[src/nsr_pkg.sv]
/*
 * nsr_pkg: constants and carrier types for the navigation subframe
 * reporter. Assumes a single 250 MHz clock domain and a Wishbone master.
 */
// Contract
// - with reporting enabled, each finished subframe yields its own report
// - report only complete subframes that passed every parity check
// - payload holds raw bits, keeping preamble and check bits
// - payload packed in 32-bit words, word count field states how many
// - report carries constellation id; host picks layout from it
// - bits needing inversion for parity are inverted before reporting
// - GPS legacy and BeiDou: ten words in over-the-air order
// - GPS L2C and L5: one CNAV message in ten words
// - GLONASS string of 85 bits spread over first three words
// - GLONASS bits 1-8 Hamming, 81-84 string number, bit 85 zero
// - fourth GLONASS word holds frame numbers, unknown ones zero
// - GLONASS data before satellite identified uses satellite id 255
// - BeiDou words: two top bits are padding, host ignores them
// - Galileo E1-B and E5b: I/NAV page pair in eight words
// - Galileo alert pages reported like nominal pages
// - Galileo E5a: F/NAV page in eight words
// - SBAS: 250-bit block in eight 32-bit words
// - constellation ids GPS 0 SBAS 1 GAL 2 BDS 3 QZSS 5 GLO 6
package nsr_pkg;
    // ------------------------------------------------------------------
    // register map
    // ------------------------------------------------------------------
    localparam logic [7:0] CTRL_OFF = 8'h00;
    localparam logic [7:0] STAT_OFF = 8'h04;
    localparam logic [7:0] COUNT_OFF = 8'h08;
    localparam int CTRL_EN_BIT = 0;
    localparam logic [31:0] CTRL_RESET = 32'h0000_0000;
    localparam logic [31:0] BUS_ERR_DATA = 32'h0000_0000;
    // ------------------------------------------------------------------
    // constellation ids
    // ------------------------------------------------------------------
    localparam logic [7:0] GNSS_GPS = 8'h00;
    localparam logic [7:0] GNSS_SBAS = 8'h01;
    localparam logic [7:0] GNSS_GAL = 8'h02;
    localparam logic [7:0] GNSS_BDS = 8'h03;
    localparam logic [7:0] GNSS_QZSS = 8'h05;
    localparam logic [7:0] GNSS_GLO = 8'h06;
    localparam logic [7:0] SV_UNKNOWN = 8'hFF;
    // ------------------------------------------------------------------
    // word counts and bit widths
    // ------------------------------------------------------------------
    localparam logic [3:0] WORDS_TEN = 4'hA;
    localparam logic [3:0] WORDS_EIGHT = 4'h8;
    localparam logic [3:0] WORDS_GLO = 4'h4;
    localparam int MAX_WORDS = 10;
    localparam int GLO_BITS = 85;
    localparam int BDS_DATA_BITS = 30;
    localparam int SBAS_BITS = 250;
    localparam int CNT_W = 16;

    // header of one report
    typedef struct packed {
        logic [7:0] gnss_id;
        logic [7:0] sv_id;
        logic [7:0] signal_id;
        logic [3:0] payload_word_count;
    } nsr_hdr_t;

    // one decoded subframe from the receiver
    typedef struct packed {
        nsr_hdr_t hdr;
        logic parity_ok;
        logic invert;
        logic [MAX_WORDS*32-1:0] bits;
    } nsr_sub_t;
endpackage

[src/nsr_reporter.sv]
/*
 * nsr_reporter: turns decoded, checked subframes into report messages of
 * a header beat followed by 32-bit payload words. Assumes the decoder
 * gives raw bits, parity verdict and polarity under a valid/ready handshake,
 * holding in_valid while in_ready is low. Registers on classic Wishbone.
 */
// The Wishbone register port and the placing of the registers were chosen for this implementation.
`timescale 1ns/100ps
module nsr_reporter #(
    parameter int WORD_W = 32
)(
    input wire logic clock,
    input wire logic rst,
    input wire logic in_valid,
    input wire nsr_pkg::nsr_sub_t in_sub,
    output logic in_ready,
    output logic out_valid,
    output logic out_hdr,
    output logic [WORD_W-1:0] out_data,
    output logic out_last,
    input wire logic out_ready,
    input wire logic [7:0] wb_adr_i,
    input wire logic [31:0] wb_dat_i,
    input wire logic [3:0] wb_sel_i,
    input wire logic wb_we_i,
    input wire logic wb_cyc_i,
    input wire logic wb_stb_i,
    output logic [31:0] wb_dat_o,
    output logic wb_ack_o
);
    // ------------------------------------------------------------------
    // state
    // ------------------------------------------------------------------
    typedef enum logic [1:0] {NSR_IDLE, NSR_HDR, NSR_DATA} nsr_state_t;
    nsr_state_t state_reg, state_next;
    nsr_pkg::nsr_hdr_t hdr_reg, hdr_next;
    logic [nsr_pkg::MAX_WORDS*32-1:0] buf_reg, buf_next;
    logic [3:0] idx_reg, idx_next;
    logic enable_reg, enable_next;
    logic [nsr_pkg::CNT_W-1:0] sent_reg, sent_next;
    logic [nsr_pkg::CNT_W-1:0] drop_reg, drop_next;
    logic in_ready_reg, in_ready_next;
    logic out_valid_reg, out_valid_next;
    logic out_hdr_reg, out_hdr_next;
    logic [WORD_W-1:0] out_data_reg, out_data_next;
    logic out_last_reg, out_last_next;
    logic [31:0] wb_dat_reg, wb_dat_next;
    logic wb_ack_reg, wb_ack_next;
    logic take;

    // words per constellation; unknown systems get the ten-word form
    function automatic logic [3:0] words_for(input logic [7:0] id);
        if (id == nsr_pkg::GNSS_GLO)
            return nsr_pkg::WORDS_GLO;
        else if (id == nsr_pkg::GNSS_GAL || id == nsr_pkg::GNSS_SBAS)
            return nsr_pkg::WORDS_EIGHT;
        else
            return nsr_pkg::WORDS_TEN;
    endfunction

    // format raw subframe into word image
    function automatic logic [nsr_pkg::MAX_WORDS*32-1:0] format_bits(
        input nsr_pkg::nsr_sub_t s);
        logic [nsr_pkg::MAX_WORDS*32-1:0] v;
        // pad bits of 30-bit words are not cleared (only inverted with the rest when invert is set), host masks them
        v = s.bits;
        if (s.invert)
            v = ~v;
        if (s.hdr.gnss_id == nsr_pkg::GNSS_GLO)
        begin
            // string bit 85 is the idle chip, forced low
            v[nsr_pkg::MAX_WORDS*32-1 - (nsr_pkg::GLO_BITS-1)] = 1'b0;
        end
        return v;
    endfunction

    assign take = in_valid && in_ready_reg;

    // ------------------------------------------------------------------
    // framer next state
    // ------------------------------------------------------------------
    // a subframe failing parity is swallowed, counted only while enabled, never reported
    always_comb
    begin
        state_next = state_reg;
        hdr_next = hdr_reg;
        buf_next = buf_reg;
        idx_next = idx_reg;
        sent_next = sent_reg;
        drop_next = drop_reg;
        in_ready_next = in_ready_reg;
        out_valid_next = out_valid_reg;
        out_hdr_next = out_hdr_reg;
        out_data_next = out_data_reg;
        out_last_next = out_last_reg;
        case (state_reg)
            NSR_IDLE:
            begin
                in_ready_next = 1'b1;
                if (take)
                begin
                    if (enable_reg && in_sub.parity_ok)
                    begin
                        hdr_next = in_sub.hdr;
                        hdr_next.payload_word_count =
                            words_for(in_sub.hdr.gnss_id);
                        buf_next = format_bits(in_sub);
                        in_ready_next = 1'b0;
                        out_valid_next = 1'b1;
                        out_hdr_next = 1'b1;
                        out_last_next = 1'b0;
                        out_data_next = {4'h0, hdr_next.payload_word_count,
                            hdr_next.signal_id, hdr_next.sv_id,
                            hdr_next.gnss_id};
                        idx_next = 4'h0;
                        state_next = NSR_HDR;
                    end
                    else if (enable_reg)
                        drop_next = drop_reg + 1'b1;
                end
            end
            NSR_HDR, NSR_DATA:
            begin
                if (out_ready)
                begin
                    if (out_last_reg)
                    begin
                        out_valid_next = 1'b0;
                        out_last_next = 1'b0;
                        in_ready_next = 1'b1;
                        sent_next = sent_reg + 1'b1;
                        state_next = NSR_IDLE;
                    end
                    else
                    begin
                        // words leave in received order, first word first
                        out_hdr_next = 1'b0;
                        out_data_next = buf_reg[nsr_pkg::MAX_WORDS*32-1 -:32];
                        buf_next = {buf_reg[nsr_pkg::MAX_WORDS*32-33:0],
                            32'h0000_0000};
                        idx_next = idx_reg + 4'h1;
                        out_last_next =
                            (idx_reg + 4'h1 == hdr_reg.payload_word_count);
                        state_next = NSR_DATA;
                    end
                end
            end
            default:
                state_next = NSR_IDLE;
        endcase
    end

    // framer registers
    always_ff @(posedge clock or posedge rst)
    begin
        if (rst)
        begin
            state_reg <= NSR_IDLE;
            hdr_reg <= '0;
            buf_reg <= '0;
            idx_reg <= 4'h0;
            sent_reg <= '0;
            drop_reg <= '0;
            in_ready_reg <= 1'b0;
            out_valid_reg <= 1'b0;
            out_hdr_reg <= 1'b0;
            out_data_reg <= '0;
            out_last_reg <= 1'b0;
        end
        else
        begin
            state_reg <= state_next;
            hdr_reg <= hdr_next;
            buf_reg <= buf_next;
            idx_reg <= idx_next;
            sent_reg <= sent_next;
            drop_reg <= drop_next;
            in_ready_reg <= in_ready_next;
            out_valid_reg <= out_valid_next;
            out_hdr_reg <= out_hdr_next;
            out_data_reg <= out_data_next;
            out_last_reg <= out_last_next;
        end
    end

    // ------------------------------------------------------------------
    // wishbone slave
    // ------------------------------------------------------------------
    // one-cycle answer; ack drops after one cycle so no double access
    always_comb
    begin
        enable_next = enable_reg;
        wb_ack_next = 1'b0;
        wb_dat_next = 32'h0000_0000;
        // write lands on the edge where the master samples ack
        if (wb_cyc_i && wb_stb_i && wb_ack_reg && wb_we_i && wb_sel_i[0]
            && wb_adr_i == nsr_pkg::CTRL_OFF)
            enable_next = wb_dat_i[nsr_pkg::CTRL_EN_BIT];
        if (wb_cyc_i && wb_stb_i && !wb_ack_reg)
        begin
            wb_ack_next = 1'b1;
            if (wb_adr_i == nsr_pkg::CTRL_OFF)
                wb_dat_next = {31'h0000_0000, enable_reg};
            else if (wb_adr_i == nsr_pkg::STAT_OFF)
                wb_dat_next = {26'h000_0000, idx_reg, state_reg};
            else if (wb_adr_i == nsr_pkg::COUNT_OFF)
                wb_dat_next = {drop_reg, sent_reg};
            else
                wb_dat_next = nsr_pkg::BUS_ERR_DATA;
        end
    end

    // bus registers
    always_ff @(posedge clock or posedge rst)
    begin
        if (rst)
        begin
            enable_reg <= nsr_pkg::CTRL_RESET[nsr_pkg::CTRL_EN_BIT];
            wb_ack_reg <= 1'b0;
            wb_dat_reg <= 32'h0000_0000;
        end
        else
        begin
            enable_reg <= enable_next;
            wb_ack_reg <= wb_ack_next;
            wb_dat_reg <= wb_dat_next;
        end
    end

    assign in_ready = in_ready_reg;
    assign out_valid = out_valid_reg;
    assign out_hdr = out_hdr_reg;
    assign out_data = out_data_reg;
    assign out_last = out_last_reg;
    assign wb_dat_o = wb_dat_reg;
    assign wb_ack_o = wb_ack_reg;

    // ------------------------------------------------------------------
    // checks
    // ------------------------------------------------------------------
    property p_no_report_bad;
        @(posedge clock) disable iff (rst)
        (take && !in_sub.parity_ok) |=> !out_valid;
    endproperty
    a_no_report_bad: assert property (p_no_report_bad)
        else $error("failed subframe produced a report");

    property p_report_good;
        @(posedge clock) disable iff (rst)
        (take && enable_reg && in_sub.parity_ok) |=> (out_valid && out_hdr);
    endproperty
    a_report_good: assert property (p_report_good)
        else $error("good subframe gave no header beat");

    property p_disabled_silent;
        @(posedge clock) disable iff (rst)
        (take && !enable_reg) |=> !out_valid;
    endproperty
    a_disabled_silent: assert property (p_disabled_silent)
        else $error("report while reporting disabled");

    property p_glo_count;
        @(posedge clock) disable iff (rst)
        (out_hdr && out_valid && hdr_reg.gnss_id == nsr_pkg::GNSS_GLO) |->
            out_data[27:24] == nsr_pkg::WORDS_GLO;
    endproperty
    a_glo_count: assert property (p_glo_count)
        else $error("glonass word count wrong");

    property p_gps_count;
        @(posedge clock) disable iff (rst)
        (out_hdr && out_valid && hdr_reg.gnss_id == nsr_pkg::GNSS_GPS) |->
            out_data[27:24] == nsr_pkg::WORDS_TEN;
    endproperty
    a_gps_count: assert property (p_gps_count)
        else $error("gps word count wrong");

    property p_eight_count;
        @(posedge clock) disable iff (rst)
        (out_hdr && out_valid && (hdr_reg.gnss_id == nsr_pkg::GNSS_GAL ||
            hdr_reg.gnss_id == nsr_pkg::GNSS_SBAS)) |->
            out_data[27:24] == nsr_pkg::WORDS_EIGHT;
    endproperty
    a_eight_count: assert property (p_eight_count)
        else $error("galileo or sbas word count wrong");

    property p_last_at_count;
        @(posedge clock) disable iff (rst)
        (out_valid && out_last) |-> idx_reg == hdr_reg.payload_word_count;
    endproperty
    a_last_at_count: assert property (p_last_at_count)
        else $error("last word not at word count");

    property p_hold;
        @(posedge clock) disable iff (rst)
        (out_valid && !out_ready) |=> (out_valid && $stable(out_data));
    endproperty
    a_hold: assert property (p_hold)
        else $error("output changed while stalled");
endmodule

[config.mk]
export PLATFORM = sky130hd
export DESIGN_NAME = nsr_reporter
export DESIGN_NICKNAME = d
export VERILOG_FILES = /design/src/nsr_pkg.sv /design/src/nsr_reporter.sv
export SDC_FILE = /design/constraint.sdc
export NUM_CORES = 1
export LEC_CHECK = 0
export ABC_CLOCK_PERIOD_IN_PS = 19940
export BUFFER_PORTS_ARGS = -buffer_cell sky130_fd_sc_hd__buf_4
export CAP_MARGIN = 20
export CORE_MARGIN = 2
export CORE_UTILIZATION = 35
export CTS_CLUSTER_SIZE = 28
export DETAILED_ROUTE_END_ITERATION = 7
export PLACE_DENSITY_LB_ADDON = 0.08
export SLEW_MARGIN = 20
export SYNTH_ARGS = -nofsm -noshare
export SYNTH_HDL_FRONTEND = slang
export SYNTH_SLANG_ARGS = --single-unit
[constraint.sdc]
create_clock -name clock -period 19.94 [get_ports clock]
set_input_delay 3.988 -clock clock [delete_from_list [all_inputs] [get_ports clock]]
set_output_delay 3.988 -clock clock [all_outputs]
set_load 0.05 [all_outputs]
Yosys cells after proc, flatten, opt, wreduce, memory -nomap -nowiden
Cells that the tools add are included.
- logic and storage cells: 101
- register bits after elaboration: 432
- output and inout bits: 69
- bits of input ports: 401
- mux-type cells: 47
- eq/ne operators: 13
- add/subtract/negate cells: 3
- reductions and logical operators: 22
- bitwise operators: 2
- operator list (operator ; number):
    320-bit two-way mux ; 5
    320-bit case mux with 2 select lines ; 1
    320-bit inverter ; 1
    32-bit two-way mux ; 8
    32-bit case mux with 2 select lines ; 1
    16-bit by 1-bit adder with 16-bit output (second input constant) ; 2
    4-bit two-way mux ; 5
    8-bit by 3-bit equality test with 1-bit output (second input constant) ; 2
    1-bit two-way mux ; 16
    3-bit AND reduction ; 4
    2-bit two-way mux ; 5
    2-bit inequality test (second input constant) ; 5
    5-bit AND reduction ; 2
    8-bit by 1-bit equality test with 1-bit output (second input constant) ; 1
    8-bit by 2-bit equality test with 1-bit output (second input constant) ; 1
    8-bit by 4-bit equality test with 1-bit output (second input constant) ; 1
    1-bit logical AND ; 8
    8-bit zero test ; 1
    1-bit case mux with 2 select lines ; 4
    4-bit case mux with 2 select lines ; 1
    4-bit AND reduction ; 2
    4-bit by 1-bit adder with 4-bit output (second input constant) ; 1
    4-bit equality test ; 1
    2-bit case mux with 2 select lines ; 1
    8 further kinds ; 8

Logic depth before layout (Yosys ltp)
Gate-level depths: netlist of the first run.
- depth in word-level cells: 7
- depth in mapped cells: 11
- depth with buffers taken out: 6

Least setup slack after synthesis of the first run
OpenSTA, ideal clock, no wires.
- path kind: in2reg
- start point: input port wb_adr_i[1]
- end point: register wb_dat_reg[11] (netlist: wb_dat_o[11])
- arrival: 5.191 ns
- setup time: 0.066 ns
- cell stages on the path: 5
- setup slack: 14.683 ns
- buffers on the path: 1
- required time: 19.874 ns
- cell sequence: nor4_2 -> nand3_1 -> nor3b_2 -> clkbuf_1 -> and2_1
- longest elaborated chain between the ends: 5
- elaborated cells on any way between the ends: 7
- classes of those cells: eq/ne: 2; mux: 4; reduce/logical: 1
- ends and longest elaborated chain (item ; line ; text):
    start, declared ; nsr_reporter.sv:22 ; input wire logic [7:0] wb_adr_i,
    8-bit by 4-bit equality test with 1-bit output ; nsr_reporter.sv:206 ; else if (wb_adr_i == nsr_pkg::COUNT_OFF)
    32-bit two-way mux ; nsr_reporter.sv:206 ;
    32-bit two-way mux ; nsr_reporter.sv:204 ; else if (wb_adr_i == nsr_pkg::STAT_OFF)
    32-bit two-way mux * ; nsr_reporter.sv:202 ; if (wb_adr_i == nsr_pkg::CTRL_OFF)
    32-bit two-way mux * ; nsr_reporter.sv:199 ; if (wb_cyc_i && wb_stb_i && !wb_ack_reg)
    net wb_dat_next[11] ; nsr_reporter.sv:47 ; logic [31:0] wb_dat_reg, wb_dat_next;
    end signal, assigned ; nsr_reporter.sv:226 ; wb_dat_reg <= wb_dat_next;
    end, declared ; nsr_reporter.sv:47 ;
The timed path passes the listed nets; every way through them passes the cells marked *.
A chain may end at the register's enable or synchronous reset.

Worst setup path in the final report of the first run
- start point: input port out_ready
- end point: register buf_reg[178] in the netlist's numbering
- longest elaborated chain between the ends: 2
- ends and longest elaborated chain (item ; line ; text):
    start, declared ; nsr_reporter.sv:21 ; input wire logic out_ready,
    2-bit inequality test (no line) ; - ;
    5-bit AND reduction (no line) ; - ;
    end signal, assigned ; nsr_reporter.sv:174 ; buf_reg <= buf_next;
    end, declared ; nsr_reporter.sv:37 ; logic [nsr_pkg::MAX_WORDS*32-1:0] buf_reg, buf_next;
Every way passes these cells.

==> impl_metrics.ini, run 1 <==
[status]
status = complete, no violations

[worst_setup_path]
crit_fanout = 124
crit_path_end_kind = flop
worst_setup_path_start_kind = primary input
cp.arrival_ns = 7.66
required_ns = 20.38
path_class = in -> reg

[cells_and_area]
fillCellCount = 6248
final_area_sq_um = 26900
syn_to_final_growth_pct = 24.4
largest_reg_flops = 320
drive_gt1_share_pct = 19.4
nets = 3126

[synthesis]
syn_avg_cell_area_sq_um = 8.99
synth-async-reset-ratio_pct = 100
ys_warn_count = 0
synthesis.area_sq_um = 21600
synth_area_leader_cell = dfrtp_1
syn_inst = 2406
synth_top_flop_cell = dfrtp_1
syn-num-nets = 2812
synth-seq-cells = 431
synth_edf_count = 0
synth_area_leaders = dfrtp_1 (50%), xnor2_1 (13%), o21ai_0 (7.2%), a21oi_1 (6.8%), nand2_1 (5.6%)
yosysUniqueCellTypes = 47
synth_seq_area_share_pct = 49.9
synth_top_area_share_pct = 49.9

[timing]
fmax_ghz = 0.138
rsz0062_at_grt = no
slew_headroom_pct = 28.7
setup-violations-final = 0
slew_viol_final = 0
tns_ns = 0
setup_slack_ns = 12.72
tightestPinTransition_ns = 1.07
post-route-min-period_ns = 7.22
period_share_pct = 36.2
clock_skew_ns = 0.0277
whs_ns = 0.466
hold_violations = 0

[place]
place_hpwl_mm = 44.9
dpl-instance-area_sq_um = 25200
place_ws_ns = 11.74
gp_congestion = 0.812
io_buffers = 431

[grt]
antenna_found_initial = 4
grt_pass1_vias = 17141
grt_pass1_wl_mm = 98.5
grt_max_degree = 232
grt-ovfl-total = 0
grtUsageTotal_pct = 19.8

[detailed_routing]
viasPerCell = 4.81
routed_wl_mm = 64.0
wl_per_cell_um = 18.0
ant_nets = 0
drtIter0Drc = 1102
drc = 0
drtPass1Iterations = 5
vias = 17081

[floorplan]
io-pin-count = 470
core-area_sq_um = 61400
die_area_sq_um = 63800
initial_core_util_pct = 35.2
die_w_um = 253
dieHeight_um = 253
rows = 91

[clock_network]
clk_path_buf_depth = 3
cts_buffers = 50
clkTransAtPathRegs_ns = 0.06
postCtsResizedCells = 0
cts.sinks = 431
cts_hold_buffers = 0
cts_tree = done
postCtsSetupRepairBufs = 0
cts-root-buf = clkbuf_16
clk_latency_ns = 0.60
htreeDepth = 2

[power_and_ir_drop]
powerDensity_nw_per_um2 = 126
cellLeakagePower_nw = 12.5
irDropWorstVdd_uv = 71.1
p_total_mw = 3.38

[run]
cap_violations = 0

[worst_hold_path]
hp-class = reg -> reg
worst max-delay path, stage by stage:
cell,delay (ns)
buf_4,0.14
nand3b_1,0.18
a22o_4,0.71
buf_4,0.91
buf_4,0.69
buf_6,0.67
o21ai_0,0.22
worst paths after layout:
check	from	depth (start not counted)	slack, ns	endpoint
min	sent_reg[15]	1	0.47	sent_reg[15]
max	out_ready	7	12.72	buf_reg[178]
min in group asynchronous	rst	2	3.55	buf_reg[73]
max reg2reg	state_reg[1]	8	15.00	buf_reg[178]
min reg2reg	sent_reg[15]	1	0.47	sent_reg[15]
max in group asynchronous	rst	3	15.00	buf_reg[156]
metrics by stage:
step,std cells,utilization [%]
finish,3551,43.8
global route,3551,43.8
CTS,3548,43.8
detailed placement,3457,41.1
global placement,3457,41.1
floorplan,2406,-
metal layers:
layer / global-route usage (%) / part of all wire, %
met3: 3.18 / 4.7
met1: 27.4 / 46
met5: 0 / 0.036
met2: 31.9 / 47
met4: 6.20 / 2.6
placed cells by master (no fill, tap or decap), types with 3 or more instances in the layout:
master / count
a21o_1: 3
a21oi_1: 292
a22o_1: 37
a22oi_1: 6
and2_1: 28
and4_1: 3
buf_12: 5
buf_4: 439
bufinv_16: 3
clkbuf_1: 15
clkbuf_16: 50
clkbuf_8: 13
clkinv_2: 6
dfrtp_1: 431
ha_1: 4
inv_1: 8
mux2_2: 5
mux2i_1: 26
nand2_1: 325
nand3_1: 14
nand4_1: 12
nor2_1: 314
nor2b_1: 4
nor3_1: 4
o21ai_0: 313
o21ai_1: 7
xnor2_1: 310
xor2_1: 45
Yosys cell counts, drive strengths merged, types with 3 or more instances:
master	number
dfrtp	431
nand2	325
o21ai	320
nor2	315
xnor2	310
a21oi	293
clkbuf	103
buf	82
xor2	45
a22o	38
and2	28
mux2i	26
nand3	14
nand4	13
inv	9
a22oi	6
ha	5
mux2	5
nor2b	4
nor3	4
a21o	3
and4	3
kinds of logic (layout without fill, tap and decap cells):
logic type / after synthesis / after routing / synth area share [%]
compound gates: 670 / 670 / 16.4
xor+xnor: 355 / 355 / 14.4
fa+ha+maj: 5 / 5 / 0.289
buf+inv: 194 / 547 / 4.02
flops: 431 / 431 / 49.9
mux: 31 / 31 / 1.46
other cells: 0 / 2 / 0
simple gates: 720 / 720 / 13.6
area by class of cell:
class | count | area [sq um] | share of cell area [%]
sequential | 431 | 10800 | 40.1
timing repair buffer | 447 | 3430 | 12.8
antenna | 2 | 5.00 | 0.0186
inverter | 9 | 41.3 | 0.153
clock inverter | 13 | 163 | 0.605
multi-input combinational | 1781 | 10000 | 37.2
clock buffer | 78 | 1490 | 5.52
tap | 790 | 988 | 3.67
report_power, final:
part / total, mW / leakage, nW / internal [mW] / switching, mW
Sequential: 1.39 / 5.52 / 1.18 / 0.207
Clock: 0.926 / 0.813 / 0.550 / 0.377
Combinational: 1.06 / 6.14 / 0.374 / 0.689
Power figures use the tool's default switching activity.
==> run 2, diff against run 1 <==
--- a/config.mk
+++ b/config.mk
@@ -5,7 +5,7 @@
 export SDC_FILE = /design/constraint.sdc
 export NUM_CORES = 1
 export LEC_CHECK = 0
-export ABC_CLOCK_PERIOD_IN_PS = 19940
+export ABC_CLOCK_PERIOD_IN_PS = 7580
 export BUFFER_PORTS_ARGS = -buffer_cell sky130_fd_sc_hd__buf_4
 export CAP_MARGIN = 20
 export CORE_MARGIN = 2
==> constraint.sdc (replaced) <==
create_clock -name clock -period 7.58 [get_ports clock]
set_input_delay 1.516 -clock clock [delete_from_list [all_inputs] [get_ports clock]]
set_output_delay 1.516 -clock clock [all_outputs]
set_load 0.05 [all_outputs]
==> impl_metrics.ini, run 2 (synthesized netlist as in run 1, its figures left out) <==
[detailed_routing]
ant_nets = 0
drtIter0Drc = 1097
routed_wl_mm = 63.5
wl_per_cell_um = 17.9
drtPass1Iterations = 5
vias = 17039
viasPerCell = 4.80
drc = 0

[power_and_ir_drop]
powerDensity_nw_per_um2 = 329
cellLeakagePower_nw = 12.5
irDropWorstVdd_uv = 252
p_total_mw = 8.86

[worst_hold_path]
hp-class = reg -> reg
min_from = drop_reg[15]

[floorplan]
io-pin-count = 470
rows = 91
initial_core_util_pct = 35.2
die_area_sq_um = 63800
core-area_sq_um = 61400
dieHeight_um = 253
die_w_um = 253

[clock_network]
clkTransAtPathRegs_ns = 0.06
postCtsResizedCells = 0
cts_buffers = 51
postCtsSetupRepairBufs = 0
htreeDepth = 2
cts-root-buf = clkbuf_16
cts.sinks = 431
clk_path_buf_depth = 3
clk_latency_ns = 0.58
cts_tree = done
cts_hold_buffers = 0

[cells_and_area]
final_common_cell = buf_4
nets = 3125
drive_gt1_share_pct = 19.3
mostFrequentLayoutCells = buf_4 (436), dfrtp_1 (431), nand2_1 (325)
syn_to_final_growth_pct = 24.4
fillCellCount = 6101
largest_reg_flops = 320

[worst_setup_path]
required_ns = 7.99
reg2reg_from = state_reg[1]
crit_fanout = 284
worst_setup_path_start_kind = flop
path_class = reg -> reg
worstSetupStartpoint = state_reg[1]
cp.arrival_ns = 4.16
r2r_slack_ns = 3.82
crit_path_end_kind = flop

[timing]
fmax_ghz = 0.266
post-route-min-period_ns = 3.76
setup-violations-final = 0
slew_viol_final = 0
hold_violations = 0
tightestPinTransition_ns = 1.19
period_share_pct = 49.6
slew_headroom_pct = 20.7
tns_ns = 0
rsz0062_at_grt = no
whs_ns = 0.460
clock_skew_ns = 0.0137

[grt]
grtUsageTotal_pct = 19.7
grt-ovfl-total = 0
antenna_found_initial = 9
grt_max_degree = 285
grt_pass1_vias = 16883
grt_pass1_wl_mm = 97.9

[place]
place_hpwl_mm = 44.4
io_buffers = 431
gp_congestion = 0.809

[run]
cap_violations = 0

[status]
status = complete, no violations
==> run 2: per-layer routing <==
metal	global-route usage [%]	up-vias	wire length [um]
met3	4.04	100	3450
li1	-	8601	-
met1	26.7	7947	28600
met5	0	-	59
met2	31.9	381	29800
met4	5.46	10	1610
==> run 2: per-stage QoR <==
step                util [%]  std cells  cell area (sq um)  setup WS, ns
floorplan                  -       2406              21600         0.245
global placement        41.2       3456              25300          3.79
detailed placement      41.2       3456              25300          3.78
CTS                     43.8       3544              26900          3.90
global route            43.8       3545              26900          3.55
finish                  43.8       3548              26900          3.82
==> run 2: critical path, stage by stage (launching register included) <==
cell and delay, ns:
dfrtp_1 0.39, inv_1 0.10, ha_4 0.31, buf_4 0.73, nand2b_1 0.25, a22o_4 0.54
buf_12 0.63, o21ai_0 0.24
==> run 2: cell type report <==
cell class                      count  area [sq um]  share of cell area (%)
Antenna cell                        4          10.0                  0.0372
Clock buffer                       75          1460                    5.41
Clock inverter                     13           171                   0.637
Inverter                            9          37.5                   0.140
Multi-Input combinational cell   1781         10000                    37.2
Sequential cell                   431         10800                    40.1
Tap cell                          790           988                    3.67
Timing Repair Buffer              445          3450                    12.8
==> run 2: worst paths after layout <==
kind / endpoint / cells past startpoint
worst max register to register: buf_reg[278] / 7
worst min register to register: drop_reg[15] / 1
max in group asynchronous: out_data[9] / 4
worst max-delay path: buf_reg[278] / 7
min in group asynchronous: buf_reg[8] / 2
worst min-delay path: drop_reg[15] / 1
==> run 2: report_power, final <==
part / leakage, nW / internal [mW] / switching, mW
logic: 6.14 / 0.982 / 1.80
registers: 5.52 / 3.11 / 0.542
clock network: 0.800 / 1.45 / 0.969
total: 12.5 / 5.55 / 3.31
==> run 3, diff against run 2 <==
--- a/config.mk
+++ b/config.mk
@@ -5,7 +5,7 @@
 export SDC_FILE = /design/constraint.sdc
 export NUM_CORES = 1
 export LEC_CHECK = 0
-export ABC_CLOCK_PERIOD_IN_PS = 7580
+export ABC_CLOCK_PERIOD_IN_PS = 3600
 export BUFFER_PORTS_ARGS = -buffer_cell sky130_fd_sc_hd__buf_4
 export CAP_MARGIN = 20
 export CORE_MARGIN = 2
==> constraint.sdc (replaced) <==
create_clock -name clock -period 3.6 [get_ports clock]
set_input_delay 0.72 -clock clock [delete_from_list [all_inputs] [get_ports clock]]
set_output_delay 0.72 -clock clock [all_outputs]
set_load 0.05 [all_outputs]
==> impl_metrics.ini, run 3 (synthesized netlist as in run 1, its figures left out) <==
[status]
status = complete, no violations

[timing]
post-route-min-period_ns = 2.73
fmax_ghz = 0.367
rsz0062_at_grt = no
slew_headroom_pct = 42.2
tightestPinTransition_ns = 0.867
period_share_pct = 75.8
hold_violations = 0
clock_skew_ns = 0.0278
setup_slack_ns = 0.873
setup-violations-final = 0
slew_viol_final = 0
tns_ns = 0
whs_ns = 0.203

[place]
place_ws_ns = 0.915
gp_congestion = 0.805
place_hpwl_mm = 46.5
post-place-cells = 3484
io_buffers = 431
dpl-instance-area_sq_um = 25600

[detailed_routing]
drtPass1Iterations = 7
routed_wl_mm = 64.1
vias = 17155
viasPerCell = 4.79
drc = 0
wl_per_cell_um = 17.9
ant_nets = 0
drtIter0Drc = 1072

[cells_and_area]
final_common_cell = buf_4
layout.cells.non_filler = 3580
final_area_sq_um = 27300
nets = 3153
final_util_pct = 44.4
drive_gt1_share_pct = 20.3
mostFrequentLayoutCells = buf_4 (454), dfrtp_1 (431), nand2_1 (325)
fillCellCount = 6145
syn_to_final_growth_pct = 26.0
largest_reg_flops = 320

[clock_network]
postCtsResizedCells = 0
clkTransAtPathRegs_ns = 0.06
cts_buffers = 51
postCtsSetupRepairBufs = 0
cts.sinks = 431
cts_tree = done
clk_path_buf_depth = 3
clk_latency_ns = 0.60
cts_hold_buffers = 0
htreeDepth = 2
cts-root-buf = clkbuf_16

[floorplan]
die_w_um = 253
io-pin-count = 470
die_area_sq_um = 63800
dieHeight_um = 253
core-area_sq_um = 61400
rows = 91
initial_core_util_pct = 35.2

[grt]
grt_pass1_wl_mm = 99.4
grt_pass1_vias = 17345
antenna_found_initial = 6
grt_max_degree = 220
grtUsageTotal_pct = 20.0
grt-ovfl-total = 0

[worst_hold_path]
hp-class = in -> async

[power_and_ir_drop]
powerDensity_nw_per_um2 = 689
cellLeakagePower_nw = 12.7
irDropWorstVdd_uv = 330
p_total_mw = 18.8

[worst_setup_path]
cp.arrival_ns = 3.17
worst_setup_path_start_kind = flop
path_class = reg -> reg
crit_path_end_kind = flop
crit_fanout = 147
required_ns = 4.04

[run]
cap_violations = 0
==> run 3: cell type report <==
class | instances | area [sq um] | area share (%)
timing repair buffer | 473 | 3780 | 13.9
inverter | 9 | 37.5 | 0.138
multi-input combinational | 1781 | 10000 | 36.7
tap | 790 | 988 | 3.63
clock buffer | 76 | 1500 | 5.51
clock inverter | 18 | 158 | 0.578
sequential | 431 | 10800 | 39.6
antenna | 2 | 5.00 | 0.0184
==> run 3: layer usage <==
metal	track usage (%)	share of wire [%]
met1	27.4	46
met2	32.6	47
met3	3.52	5.0
met4	5.60	2.1
met5	0	0.086
==> run 3: final timing paths <==
check,from,end,slack (ns),depth (start not counted)
worst min register to register,buf_reg[174],buf_reg[174],0.48,2
worst max register to register,state_reg[0],buf_reg[130],0.87,6
worst max-delay path,state_reg[0],buf_reg[130],0.87,6
worst min-delay path,rst,buf_reg[11],0.20,2
min in group clock,wb_dat_i[0],enable_reg,0.36,2
max in group asynchronous,rst,buf_reg[258],2.31,3
==> run 3: report_power, final <==
part	internal, mW	switching, mW
combinational	2.15	3.82
clock	3.02	2.10
sequential	6.54	1.15
==> run 3: critical path: stages (launching register included) <==
cell and delay [ns]:
dfrtp_1 0.38, inv_1 0.09, ha_4 0.61, nand2b_1 0.21
a22o_4 0.50, buf_12 0.46, o21ai_0 0.20
